File: config.mk
export PLATFORM = sky130hd
export DESIGN_NAME = bbf_core
export DESIGN_NICKNAME = d
export VERILOG_FILES = /design/src/include/bbf_pkg.sv /design/src/include/bbf_mem_if.sv /design/src/hdl/bbf_core.sv /design/src/hdl/bbf_mem.sv
export SDC_FILE = /design/constraint.sdc
export NUM_CORES = 1
export LEC_CHECK = 0
export BUFFER_PORTS_ARGS = -buffer_cell sky130_fd_sc_hd__buf_2
export CORE_MARGIN = 2
export CORE_UTILIZATION = 35
export CTS_CLUSTER_SIZE = 12
export DETAILED_ROUTE_END_ITERATION = 6
export PLACE_DENSITY_LB_ADDON = 0.08
export SLEW_MARGIN = 20
export SYNTH_ARGS = -nofsm -noshare
export SYNTH_HDL_FRONTEND = slang
export SYNTH_SLANG_ARGS = --single-unit
File: constraint.sdc
create_clock -name CLK -period 10.81 [get_ports CLK]
set_clock_uncertainty 0.15 [all_clocks]
set_input_delay 1.081 -clock CLK [delete_from_list [all_inputs] [get_ports CLK]]
set_output_delay 1.081 -clock CLK [all_outputs]
set_load 0.02 [all_outputs]
File: src/include/bbf_pkg.sv
// Summary of operation
// - Branch when transfer flag clear, PC+k+1
// - Branch when overflow set, PC+k+1
// - Branch when overflow clear, flags unchanged
// - Branch when interrupts enabled, flags unchanged
// - Branch when interrupts disabled, flags unchanged
// - Set I/O bit, two cycles, flags kept
// - Clear I/O bit, two cycles, flags kept
// - Left shift, zero fill, ZCNV updated
// - Right shift, zero fill, ZCNV updated
// - Rotate left through carry, ZCNV updated
// - Rotate right through carry, ZCNV updated
// - Arithmetic right shift keeps sign bit
// - Copy register bit into transfer flag
// - Copy transfer flag into register bit
// - Set any single flag, one cycle
// - Clear any single flag, one cycle
package bbf_pkg;
	// Bus geometry
	localparam int AXI_AW = 8;
	localparam int AXI_DW = 32;
	localparam logic [1:0] RESP_OKAY = 2'h0;
	localparam logic [1:0] RESP_SLVERR = 2'h2;
	// Register byte offsets
	localparam logic [7:0] OFS_CMD = 8'h00;
	localparam logic [7:0] OFS_PC = 8'h04;
	localparam logic [7:0] OFS_FLAGS = 8'h08;
	localparam logic [7:0] OFS_STATUS = 8'h0C;
	// Command word fields
	localparam int OP_LSB = 0;
	localparam int OP_W = 5;
	localparam int BIT_LSB = 5;
	localparam int BIT_W = 3;
	localparam int RD_LSB = 8;
	localparam int PORT_LSB = 16;
	localparam int K_LSB = 24;
	localparam int K_W = 7;
	localparam int DATA_LSB = 24;
	// Status word fields
	localparam int ST_BUSY = 0;
	localparam int ST_BAD = 1;
	localparam int ST_CYC_LSB = 8;
	localparam int ST_RES_LSB = 16;
	// Storage sizes
	localparam int GPR_AW = 5;
	localparam int IO_AW = 6;
	localparam int DW = 8;
	localparam int PC_W = 16;
	// Flag positions in processor_flags_register
	localparam int FL_C = 0;
	localparam int FL_Z = 1;
	localparam int FL_N = 2;
	localparam int FL_V = 3;
	localparam int FL_S = 4;
	localparam int FL_H = 5;
	localparam int FL_T = 6;
	localparam int FL_I = 7;
	localparam logic [7:0] FLAGS_RST = 8'h00;
	localparam logic [15:0] PC_RST = 16'h0000;
	localparam logic [15:0] PC_STEP = 16'h0001;
	localparam logic [1:0] CYC_ONE = 2'h1;
	localparam logic [1:0] CYC_TWO = 2'h2;
	// Operation codes
	typedef enum logic [4:0] {
		OP_BRANCH_TRANSFER_CLEAR = 5'h00,
		OP_BRANCH_OVERFLOW_SET = 5'h01,
		OP_BRANCH_OVERFLOW_CLEAR = 5'h02,
		OP_BRANCH_IRQ_ENABLED = 5'h03,
		OP_BRANCH_IRQ_DISABLED = 5'h04,
		OP_IO_BIT_SET = 5'h05,
		OP_IO_BIT_CLEAR = 5'h06,
		OP_SHIFT_LEFT_LOGICAL = 5'h07,
		OP_SHIFT_RIGHT_LOGICAL = 5'h08,
		OP_ROTATE_LEFT_CARRY = 5'h09,
		OP_ROTATE_RIGHT_CARRY = 5'h0A,
		OP_SHIFT_RIGHT_ARITH = 5'h0B,
		OP_NIBBLE_SWAP = 5'h0C,
		OP_BIT_TO_TRANSFER_FLAG = 5'h0D,
		OP_TRANSFER_FLAG_TO_BIT = 5'h0E,
		OP_FLAG_SET_INDEXED = 5'h0F,
		OP_FLAG_CLEAR_INDEXED = 5'h10,
		OP_HOST_GPR_WRITE = 5'h11,
		OP_HOST_GPR_READ = 5'h12,
		OP_HOST_IO_WRITE = 5'h13,
		OP_HOST_IO_READ = 5'h14
	} bbf_op_t;
	// Sequencer states, one-hot
	typedef enum logic [3:0] {
		ST_IDLE = 4'h1,
		ST_FETCH = 4'h2,
		ST_EXEC = 4'h4,
		ST_EXEC2 = 4'h8
	} bbf_state_t;
endpackage

File: src/include/bbf_mem_if.sv
`timescale 1ns/1ps
// Single port between the sequencer and a small storage array
interface bbf_mem_if #(parameter int AW = 5, parameter int DW = 8);
	logic [AW-1:0] addr; // Word address, read and write
	logic we; // Write this cycle
	logic [DW-1:0] wdata; // Data to write
	logic [DW-1:0] rdata; // Registered read data
	modport owner (output addr, output we, output wdata, input rdata);
	modport store (input addr, input we, input wdata, output rdata);
endinterface

File: src/hdl/bbf_core.sv
// The placing of the registers and the AXI4-Lite interface to the registers are this design's own decisions.
`timescale 1ns/1ps
module bbf_core (
	// Clock and reset
	input wire logic CLK,
	input wire logic ARST_N,
	// Write address channel
	input wire logic [bbf_pkg::AXI_AW-1:0] AWADDR,
	input wire logic AWVALID,
	output logic AWREADY,
	// Write data channel
	input wire logic [bbf_pkg::AXI_DW-1:0] WDATA,
	input wire logic [3:0] WSTRB,
	input wire logic WVALID,
	output logic WREADY,
	// Write response channel
	output logic [1:0] BRESP,
	output logic BVALID,
	input wire logic BREADY,
	// Read address channel
	input wire logic [bbf_pkg::AXI_AW-1:0] ARADDR,
	input wire logic ARVALID,
	output logic ARREADY,
	// Read data channel
	output logic [bbf_pkg::AXI_DW-1:0] RDATA,
	output logic [1:0] RRESP,
	output logic RVALID,
	input wire logic RREADY
);
	// Latched write request
	logic [bbf_pkg::AXI_AW-1:0] aw_addr;
	logic [31:0] w_data;
	logic [3:0] w_strb;
	// Architectural state
	logic [31:0] cmd; // Last accepted command word
	logic [15:0] pc; // Program counter
	logic [7:0] flags; // processor_flags_register
	logic [7:0] result; // Data from host reads
	logic [1:0] last_cycles; // Execute cycles of last op
	logic bad; // Last command had unknown code
	bbf_pkg::bbf_state_t state;
	// Command decode
	bbf_pkg::bbf_op_t op;
	logic [2:0] bsel;
	logic [15:0] k_ext;
	logic [7:0] opnd;
	logic idle, ex, ex2, write_fire, start;
	logic cmd_wr, pc_wr, fl_wr, wr_hit;
	logic is_branch, br_cond, known;
	logic [31:0] merged, rd_mux;
	// Next values from the execute logic
	logic [15:0] next_pc;
	logic [7:0] next_flags, next_result, sh_res;
	logic sh_c;

	// Storage ports
	bbf_mem_if #(.AW(bbf_pkg::GPR_AW), .DW(bbf_pkg::DW)) gpr ();
	bbf_mem_if #(.AW(bbf_pkg::IO_AW), .DW(bbf_pkg::DW)) io ();

	// Working registers
	bbf_mem #(.AW(bbf_pkg::GPR_AW), .DW(bbf_pkg::DW)) u_gpr (
		.clk(CLK),
		.arst_n(ARST_N),
		.port(gpr.store)
	);
	// I/O space
	bbf_mem #(.AW(bbf_pkg::IO_AW), .DW(bbf_pkg::DW)) u_io (
		.clk(CLK),
		.arst_n(ARST_N),
		.port(io.store)
	);

	// Field extraction
	assign op = bbf_pkg::bbf_op_t'(cmd[bbf_pkg::OP_LSB +: bbf_pkg::OP_W]);
	assign bsel = cmd[bbf_pkg::BIT_LSB +: bbf_pkg::BIT_W];
	assign k_ext = {{(bbf_pkg::PC_W - bbf_pkg::K_W){cmd[bbf_pkg::K_LSB +
		bbf_pkg::K_W - 1]}}, cmd[bbf_pkg::K_LSB +: bbf_pkg::K_W]};
	assign opnd = gpr.rdata;
	assign gpr.addr = cmd[bbf_pkg::RD_LSB +: bbf_pkg::GPR_AW];
	assign io.addr = cmd[bbf_pkg::PORT_LSB +: bbf_pkg::IO_AW];
	assign idle = (state == bbf_pkg::ST_IDLE);
	assign ex = (state == bbf_pkg::ST_EXEC);
	assign ex2 = (state == bbf_pkg::ST_EXEC2);

	// Both halves of a write held and no response pending
	assign write_fire = !AWREADY && !WREADY && !BVALID;
	assign cmd_wr = (aw_addr == bbf_pkg::OFS_CMD);
	assign pc_wr = (aw_addr == bbf_pkg::OFS_PC);
	assign fl_wr = (aw_addr == bbf_pkg::OFS_FLAGS);
	assign wr_hit = cmd_wr || pc_wr || fl_wr ||
		(aw_addr == bbf_pkg::OFS_STATUS);
	// Writes while busy are dropped so a running op never sees a torn state
	assign start = write_fire && cmd_wr && idle;

	// Byte-strobe merge onto the addressed register
	always_comb begin
		logic [31:0] old;
		old = '0;
		if (cmd_wr) begin
			old = cmd;
		end else if (pc_wr) begin
			old = {16'h0000, pc};
		end else if (fl_wr) begin
			old = {24'h000000, flags};
		end
		for (int i = 0; i < 4; i++) begin
			merged[i*8 +: 8] = w_strb[i] ? w_data[i*8 +: 8] : old[i*8 +: 8];
		end
	end

	// Write address, data and response channels
	always_ff @(posedge CLK or negedge ARST_N) begin
		if (!ARST_N) begin
			AWREADY <= 1'b1;
			WREADY <= 1'b1;
			BVALID <= 1'b0;
			BRESP <= bbf_pkg::RESP_OKAY;
			aw_addr <= '0;
			w_data <= '0;
			w_strb <= '0;
		end else begin
			// Address and data may arrive in either order
			if (AWVALID && AWREADY) begin
				aw_addr <= AWADDR;
				AWREADY <= 1'b0;
			end
			if (WVALID && WREADY) begin
				w_data <= WDATA;
				w_strb <= WSTRB;
				WREADY <= 1'b0;
			end
			if (write_fire) begin
				BVALID <= 1'b1;
				BRESP <= wr_hit ? bbf_pkg::RESP_OKAY : bbf_pkg::RESP_SLVERR;
			end else if (BVALID && BREADY) begin
				BVALID <= 1'b0;
				AWREADY <= 1'b1;
				WREADY <= 1'b1;
			end
		end
	end

	// Read data selection
	always_comb begin
		rd_mux = '0;
		case (ARADDR)
			bbf_pkg::OFS_CMD: rd_mux = cmd;
			bbf_pkg::OFS_PC: rd_mux = {16'h0000, pc};
			bbf_pkg::OFS_FLAGS: rd_mux = {24'h000000, flags};
			bbf_pkg::OFS_STATUS: begin
				rd_mux[bbf_pkg::ST_BUSY] = !idle;
				rd_mux[bbf_pkg::ST_BAD] = bad;
				rd_mux[bbf_pkg::ST_CYC_LSB +: 2] = last_cycles;
				rd_mux[bbf_pkg::ST_RES_LSB +: 8] = result;
			end
			default: rd_mux = '0;
		endcase
	end

	// Read address and data channels, answer one edge after the handshake
	always_ff @(posedge CLK or negedge ARST_N) begin
		if (!ARST_N) begin
			ARREADY <= 1'b1;
			RVALID <= 1'b0;
			RDATA <= '0;
			RRESP <= bbf_pkg::RESP_OKAY;
		end else if (ARVALID && ARREADY) begin
			ARREADY <= 1'b0;
			RVALID <= 1'b1;
			RDATA <= rd_mux;
			RRESP <= (ARADDR == bbf_pkg::OFS_CMD ||
				ARADDR == bbf_pkg::OFS_PC ||
				ARADDR == bbf_pkg::OFS_FLAGS ||
				ARADDR == bbf_pkg::OFS_STATUS) ?
				bbf_pkg::RESP_OKAY : bbf_pkg::RESP_SLVERR;
		end else if (RVALID && RREADY) begin
			RVALID <= 1'b0;
			ARREADY <= 1'b1;
		end
	end

	// Branch condition decode
	always_comb begin
		is_branch = 1'b1;
		br_cond = 1'b0;
		case (op)
			bbf_pkg::OP_BRANCH_TRANSFER_CLEAR: br_cond = !flags[bbf_pkg::FL_T];
			bbf_pkg::OP_BRANCH_OVERFLOW_SET: br_cond = flags[bbf_pkg::FL_V];
			bbf_pkg::OP_BRANCH_OVERFLOW_CLEAR: br_cond = !flags[bbf_pkg::FL_V];
			bbf_pkg::OP_BRANCH_IRQ_ENABLED: br_cond = flags[bbf_pkg::FL_I];
			bbf_pkg::OP_BRANCH_IRQ_DISABLED: br_cond = !flags[bbf_pkg::FL_I];
			default: is_branch = 1'b0;
		endcase
	end

	// Shift and rotate unit, old carry feeds the rotates
	always_comb begin
		sh_res = opnd;
		sh_c = opnd[0];
		case (op)
			bbf_pkg::OP_SHIFT_LEFT_LOGICAL: {sh_c, sh_res} = {opnd, 1'b0};
			bbf_pkg::OP_SHIFT_RIGHT_LOGICAL: sh_res = {1'b0, opnd[7:1]};
			bbf_pkg::OP_ROTATE_LEFT_CARRY:
				{sh_c, sh_res} = {opnd, flags[bbf_pkg::FL_C]};
			bbf_pkg::OP_ROTATE_RIGHT_CARRY:
				sh_res = {flags[bbf_pkg::FL_C], opnd[7:1]};
			bbf_pkg::OP_SHIFT_RIGHT_ARITH: sh_res = {opnd[7], opnd[7:1]};
			default: sh_res = opnd;
		endcase
	end

	// Execute step: flags, program counter and storage writes
	always_comb begin
		next_pc = pc;
		next_flags = flags;
		next_result = result;
		known = 1'b1;
		gpr.we = 1'b0;
		gpr.wdata = opnd;
		io.we = 1'b0;
		io.wdata = result;
		if (ex2) begin
			// second cycle commits the I/O write
			io.we = !is_branch;
			// taken branch lands after two cycles
			next_pc = is_branch ? 16'(pc + bbf_pkg::PC_STEP + k_ext) :
				16'(pc + bbf_pkg::PC_STEP);
		end else if (ex) begin
			next_pc = 16'(pc + bbf_pkg::PC_STEP);
			case (op)
				bbf_pkg::OP_IO_BIT_SET, bbf_pkg::OP_IO_BIT_CLEAR: begin
					next_pc = pc;
					next_result = io.rdata;
					next_result[bsel] = (op == bbf_pkg::OP_IO_BIT_SET);
				end
				bbf_pkg::OP_SHIFT_LEFT_LOGICAL, bbf_pkg::OP_SHIFT_RIGHT_LOGICAL,
				bbf_pkg::OP_ROTATE_LEFT_CARRY, bbf_pkg::OP_ROTATE_RIGHT_CARRY,
				bbf_pkg::OP_SHIFT_RIGHT_ARITH: begin
					// Z and N from the result, C from the bit shifted out, V is N xor C
					gpr.we = 1'b1;
					gpr.wdata = sh_res;
					next_flags[bbf_pkg::FL_Z] = (sh_res == 8'h00);
					next_flags[bbf_pkg::FL_C] = sh_c;
					next_flags[bbf_pkg::FL_N] = sh_res[7];
					next_flags[bbf_pkg::FL_V] = sh_res[7] ^ sh_c;
				end
				bbf_pkg::OP_NIBBLE_SWAP: begin
					gpr.we = 1'b1;
					gpr.wdata = {opnd[3:0], opnd[7:4]};
				end
				bbf_pkg::OP_BIT_TO_TRANSFER_FLAG: begin
					next_flags[bbf_pkg::FL_T] = opnd[bsel];
				end
				bbf_pkg::OP_TRANSFER_FLAG_TO_BIT: begin
					gpr.we = 1'b1;
					gpr.wdata[bsel] = flags[bbf_pkg::FL_T];
				end
				bbf_pkg::OP_FLAG_SET_INDEXED: next_flags[bsel] = 1'b1;
				bbf_pkg::OP_FLAG_CLEAR_INDEXED: next_flags[bsel] = 1'b0;
				bbf_pkg::OP_HOST_GPR_WRITE: begin
					next_pc = pc;
					gpr.we = 1'b1;
					gpr.wdata = cmd[bbf_pkg::DATA_LSB +: 8];
				end
				bbf_pkg::OP_HOST_IO_WRITE: begin
					next_pc = pc;
					io.we = 1'b1;
					io.wdata = cmd[bbf_pkg::DATA_LSB +: 8];
				end
				bbf_pkg::OP_HOST_GPR_READ: begin
					next_pc = pc;
					next_result = opnd;
				end
				bbf_pkg::OP_HOST_IO_READ: begin
					next_pc = pc;
					next_result = io.rdata;
				end
				default: begin
					known = is_branch;
					if (!is_branch) begin
						next_pc = pc;
					end else if (br_cond) begin
						next_pc = pc;
					end
				end
			endcase
		end
	end

	// Sequencer: fetch operands, then one or two execute cycles
	always_ff @(posedge CLK or negedge ARST_N) begin
		if (!ARST_N) begin
			state <= bbf_pkg::ST_IDLE;
			last_cycles <= '0;
		end else begin
			case (state)
				bbf_pkg::ST_IDLE: begin
					if (start) begin
						state <= bbf_pkg::ST_FETCH;
					end
				end
				// Storage read data is registered, so wait one edge
				bbf_pkg::ST_FETCH: state <= bbf_pkg::ST_EXEC;
				bbf_pkg::ST_EXEC: begin
					if ((is_branch && br_cond) ||
						op == bbf_pkg::OP_IO_BIT_SET ||
						op == bbf_pkg::OP_IO_BIT_CLEAR) begin
						state <= bbf_pkg::ST_EXEC2;
					end else begin
						state <= bbf_pkg::ST_IDLE;
						last_cycles <= bbf_pkg::CYC_ONE;
					end
				end
				bbf_pkg::ST_EXEC2: begin
					state <= bbf_pkg::ST_IDLE;
					last_cycles <= bbf_pkg::CYC_TWO;
				end
				default: state <= bbf_pkg::ST_IDLE;
			endcase
		end
	end

	// Command word, loaded only when the sequencer is free
	always_ff @(posedge CLK or negedge ARST_N) begin
		if (!ARST_N) begin
			cmd <= '0;
		end else if (start) begin
			cmd <= merged;
		end
	end

	// Program counter and flags, software writes only while idle
	always_ff @(posedge CLK or negedge ARST_N) begin
		if (!ARST_N) begin
			pc <= bbf_pkg::PC_RST;
			flags <= bbf_pkg::FLAGS_RST;
		end else if (idle) begin
			if (write_fire && pc_wr) begin
				pc <= merged[15:0];
			end
			if (write_fire && fl_wr) begin
				flags <= merged[7:0];
			end
		end else begin
			pc <= next_pc;
			flags <= next_flags;
		end
	end

	// Host result byte and unknown-code flag
	always_ff @(posedge CLK or negedge ARST_N) begin
		if (!ARST_N) begin
			result <= '0;
			bad <= 1'b0;
		end else begin
			result <= next_result;
			if (ex) begin
				bad <= !known;
			end
		end
	end
endmodule

File: src/hdl/bbf_mem.sv
`timescale 1ns/1ps
module bbf_mem #(
	parameter int AW = 5,
	parameter int DW = 8
) (
	// Clock and reset
	input wire logic clk,
	input wire logic arst_n,
	// Access port
	bbf_mem_if.store port
);
	// Storage array, no reset so it maps onto plain RAM
	logic [DW-1:0] mem [0:(2**AW)-1];

	// Write port
	always_ff @(posedge clk) begin
		if (port.we) begin
			mem[port.addr] <= port.wdata;
		end
	end

	// Read-first registered output
	always_ff @(posedge clk or negedge arst_n) begin
		if (!arst_n) begin
			port.rdata <= '0;
		end else begin
			port.rdata <= mem[port.addr];
		end
	end
endmodule

## Yosys cells after proc, flatten, opt, wreduce, memory -nomap -nowiden

Memories as Yosys holds them, arrays and structs flattened. A register that Yosys moved wholly into a read port is not among the register bits.
Index checks and enable logic that the tools add are counted.

| cells by class | value |
|---|---|
| $add $sub $neg | 2 |
| magnitude comparators | 2 |
| equality and inequality tests | 39 |
| muxes and demuxes | 78 |
| bitwise gates (word level) | 5 |
| reduce and logical (&&, ||, !) cells | 62 |

Operator list:

| cell | number |
|---|---|
| $mux 8 | 15 |
| $mux 16 | 7 |
| $mux 32 | 2 |
| $eq 5x4->1 const B | 8 |
| $pmux 8 s5 | 1 |
| $eq 8x4->1 const B | 4 |
| $pmux 16 s2 | 1 |
| $pmux 8 s4 | 1 |
| $mux 1 | 29 |
| $eq 5x5->1 const B | 5 |
| $logic_not 8->1 | 3 |
| $pmux 4 s3 | 2 |
| $pmux 8 s3 | 1 |
| $eq 5x3->1 const B | 4 |
| $pmux 6 s3 | 1 |
| $add 16x1->16 const B | 1 |
| $add 16x16->16 | 1 |
| $bwmux 8 | 2 |
| $eq 8x3->1 const B | 2 |
| $pmux 8 s2 | 1 |
| $reduce_or 16->1 | 1 |
| $logic_and 1x1->1 | 13 |
| $pmux 6 s2 | 1 |
| $reduce_and 4->1 | 3 |
| 41 further kinds | 79 |

| storage, ports and cells | value |
|---|---|
| register bits | 156 |
| memory bits (writable) | 768 |
| bits of input ports | 59 |
| memories kept | 2 |

Memories:

| name | words | bits a word | rd ports | clocked after memory_dff | write ports | RTL line | text |
|---|---|---|---|---|---|---|---|
| u_io.mem | 64 | 8 | 1 | 1 | 1 | bbf_mem.sv:13 | `logic [DW-1:0] mem [0:(2**AW)-1];` |
| u_gpr.mem | 32 | 8 | 1 | 1 | 1 | bbf_mem.sv:13 |  |

## Longest topological paths before layout

| logic depth | value |
|---|---|
| depth in word-level cells | 10 |
| mapped depth | 13 |
| depth with buffers taken out | 13 |

## By module

Synthesis repeated with hierarchy kept, for this count alone.

| unflattened totals | value |
|---|---|
| cell total of the unflattened synthesis | 2784 |
| area, all modules | 39788.2 um^2 |

By module, submodules not included:

| module | instances | cells an instance | area an instance (um^2) |
|---|---|---|---|
| bbf_mem (u_io) | 1 | 1205 | 20200.6 |
| bbf_mem (u_gpr) | 1 | 576 | 10246.1 |
| bbf_core | 1 | 1003 | 9341.5 |

## Least setup slack after synthesis

Ideal clock, no wire load.

| timing path | value |
|---|---|
| path type | register to register |
| from | reg cmd[2] |
| to | mem u_gpr.mem[0][6] (data pin) |
| library setup time | 0.454 ns |
| arrival time | 3.108 ns |
| slack | 7.098 ns |
| stages on the path, launching flop included | 9 |
| buffers on the path | 3 |
| clock period less this slack | 3.712 ns |
| path through | dfrtp_1 -> buf_6 -> clkbuf_1 -> buf_2 -> nand4b_1 -> nor2_1 -> a222oi_1 -> a21boi_0 -> o21ai_0 |

| between the ends | value |
|---|---|
| word-level cells in the longest chain between the ends | 5 |

RTL lines:

| element | RTL line | text |
|---|---|---|
| start: declaration | bbf_core.sv:35 | `logic [31:0] cmd;` |
| start signal: assignment | bbf_core.sv:328 | `cmd <= merged;` |
| $eq 5x4->1 or $eq 5x3->1 (tied branches) | bbf_core.sv:200, bbf_core.sv:230 |  |
| $pmux 8 s5 or $reduce_or 5->1 (tied branches) | -- |  |
| $pmux 8 s4 (*) | bbf_core.sv:230 | `case (op)` |
| $mux 8 (*) | bbf_core.sv:228 | `end else if (ex) begin` |
| $mux 8 (*) | bbf_core.sv:222 | `if (ex2) begin` |
| via gpr.wdata[6] | bbf_mem_if.sv:6 | `logic [DW-1:0] wdata;` |
| end: declaration | bbf_mem.sv:13 |  |

Mark *: on every way through the listed nets, which the timed path passes. The rest lies on a longest branch.

==> impl_metrics.csv <==
group,metric,value,unit
run_status,status,"completed",
cts,numCtsBuffers,104,
cts,clk_pin_slew,0.06,ns
pwr,leakage,14.5,nW
synth,synth_top_area_share,0.587,
place,place_congestion,0.844,
worst_setup_path,critPathMaxFanout,51,
synth,netlist_area,39300,um2
layout,area_delta_synth_final,13.9,%
worst_setup_path,r2r_cells,7,
place,placed_area,41400,um2
die,dieWidth,339,um
global_route,grt_overflow_total,0,
synth,synth_most_common_cell,"edfxtp_1",
global_route,grt_pass1_vias,23633,
cts,cts_root_buffer,"clkbuf_16",
drt,vias,23046,
place,port_buffers,97,
worst_setup_path,arrival,4.87,ns
place,pre_cts_ws,6.42,ns
synth,synth.distinct_cells,78,
worst_setup_path,path_depth,7,
timing,worst_pin_slew,1.12,ns
synth,ys_seq_elements,938,
synth,ys.flop_type,"edfxtp_1",
hold_path,min_from,"RDATA[9]",
worst_setup_path,r2r-start,"cmd[16]",
worst_setup_path,path_common_cell,"buf_4",
synth,synth.avg_cell_area,15.6,um2
worst_setup_path,cp_cell_sequence,"buf_4 -> buf_4 -> nor2b_2 -> a22o_1 -> a211oi_1 -> o22ai_1 -> or4_1",
worst_setup_path,crit_slowest_cell,"nor2b_2",
global_route,grt_pass1_wl,168000,um
synth,synth_top_cells_by_count,"edfxtp_1 (768), nor2_1 (213), nand2_1 (172)",
cts,hold_buffers,0,
die,fp.dieH,339,um
cts,htree_levels,3,
cts,ctsLongestPathBuffers,3,
worst_setup_path,crit_path_end_kind,"flop",
timing,rsz0062_at_grt,"false",
drt,via_per_inst,5.52,
cts,cts.sinks,938,
die,pin_count,100,
timing,finalHoldViolCount,0,
worst_setup_path,worstSetupEndpoint,"u_io.port.rdata[3]",
timing,final_critical_path_setup_slack,6.42,ns
cts,cts_setup_buffers,0,
timing,setup_tns,0,ns
cts,clock_latency,0.69,ns
hold_path,hold_class,"reg -> reg",
die,coreArea,111000,um2
timing,slew_headroom,0.249,
die,dieArea,115000,um2
synth,async_reset_ff_frac,0.181,
cts,post_cts_resized,0,
timing,finalCriticalPeriod,4.39,ns
worst_setup_path,worstSetupPathType,"reg -> reg",
pwr,ir_drop,0.145,mV
timing,fmax,228,MHz
worst_setup_path,crit_path_max_incr_delay,0.99,ns
layout,finalNetCount,2685,
die,num_rows,122,
drt,drc,0,
die,start_util,0.354,
worst_setup_path,crit_family,"buffers and inverters",
drt,drtAntennaViolNets,0,
timing,setup_viol,0,
synth,synth_top_area_cell,"edfxtp_1",
run,max-cap-violations,0,
global_route,antenna_found_initial,3,
drt,drt_wl_total,114000,um
timing,layout_worst_path_cycle_share,0.406,
layout,antenna_cells,0,
worst_setup_path,startpoint_type,"flop",
synth,synth_edf_count,768,
layout,stdcell_area,44800,um2
place,hpwl,73000,um
pwr,p_per_area,213,nW/um2
synth,synthCells,2519,
worst_setup_path,cp_data_required_time,11.29,ns
drt,drt_iter0_drc,2136,
worst_setup_path,rrSetupSlack,6.42,ns
drt,wl_per_cell,27.4,um
layout,fillers,10140,
drt,dr.pass1.iters,7,
worst_setup_path,r2r-end,"u_io.port.rdata[3]",
global_route,grt_max_degree,106,
synth,yosys-top-cells-area,"edfxtp_1 (59%), dfrtp_1 (11%), mux4_2 (7.4%)",
synth,seq_area_frac_synth,0.695,
cts,cts_tree,"yes",
synth,yosys_warnings,0,
worst_setup_path,cp-startpoint,"cmd[16]",
global_route,grt_use_total,0.197,
timing,slew_viol_final,0,
layout,drive_above_1_share,0.218,
worst_setup_path,path_buf_inv,2,
## per-layer routing
layer  vias to the layer above  GRT usage  wire [um]
li1                      10113          -          -
met1                     12038      0.263      48700
met2                       717      0.333      57000
met3                       178     0.0283       5010
met4                         0     0.0620       3590
met5                         -          0          0
## layout make-up
type / instances / area [um2] / share of cell area
repair buffers: 140 / 828 / 0.0185
inverters: 19 / 71.3 / 0.00159
well taps: 1488 / 1860 / 0.0416
clock inverters: 50 / 489 / 0.0109
clock buffers: 140 / 2860 / 0.0639
flip-flops and latches: 938 / 27300 / 0.611
multi-input cells: 1402 / 11300 / 0.253
## worst min-delay path: cells and delay by family, from the launching register on
family,cells,cell delay (ns)
DFF,1,0.34
and+or+nand+nor,1,0.05
AOI/OAI and AO/OA,1,0.06
## logic make-up (layout without fill, tap and decap cells)
logic type / Yosys count / in the layout / share of synthesized area
flops: 938 / 938 / 0.695
simple gates: 544 / 544 / 0.0636
compound gates: 486 / 486 / 0.0826
mux: 323 / 323 / 0.127
buf+inv: 180 / 349 / 0.0193
xor+xnor: 26 / 26 / 0.00579
fa+ha+maj: 21 / 21 / 0.00687
other cells: 1 / 2 / 0.0000954
## worst min-delay path by stage
stage,end,slack [ns],cells after the start
3_3_place_gp,RDATA[30],0.32,2
5_1_grt,cmd[28],0.34,1
4_1_cts,cmd[28],0.33,1
3_5_place_dp,RDATA[9],0.32,2
2_1_floorplan,last_cycles[1],0.30,2
6_report,RDATA[9],0.33,2
## report_power, final
part | switching (mW) | internal, mW | leakage, nW
sequential | 0.293 | 4.18 | 8.74
combinational | 0.975 | 0.628 | 4.12
clock | 1.47 | 2.00 | 1.64
## per-stage QoR
step           power (mW)   util  cells  hold WS (ns)
3_5_place_dp         6.17  0.373   3987         0.320
3_3_place_gp         6.15  0.373   3985         0.318
6_report             9.55  0.403   4177         0.327
5_1_grt              9.93  0.403   4177         0.343
4_1_cts              9.65  0.403   4177         0.332
2_1_floorplan        5.51      -   2520         0.296
## sequential cells by signal, indices dropped and copies added (netlist names), 5 cells and up, named ones only
name	count
RDATA	32
u_gpr.mem	256
w_data	32
result	8
cmd	32
pc	16
u_io.port.rdata	8
u_gpr.port.rdata	8
u_io.mem	512
flags	5
aw_addr	8
## layout by cell type (no fill, tap or decap), types with 17 or more instances in the layout
cell type and count:
nand3_1 25, ha_1 20, a21oi_1 67, nand4_1 17, o21ai_0 122, nor2_1 212, o22ai_1 34, dfrtp_1 161
clkbuf_1 25, clkbuf_16 105, nand2_1 170, mux2i_1 82, buf_2 96, mux4_2 129, a22oi_1 103, buf_4 41
mux2_2 112, a221oi_1 38, inv_1 19, edfxtp_1 768, clkinv_2 23, xnor2_1 20
Note: power is estimated with default switching activity, not from simulation.
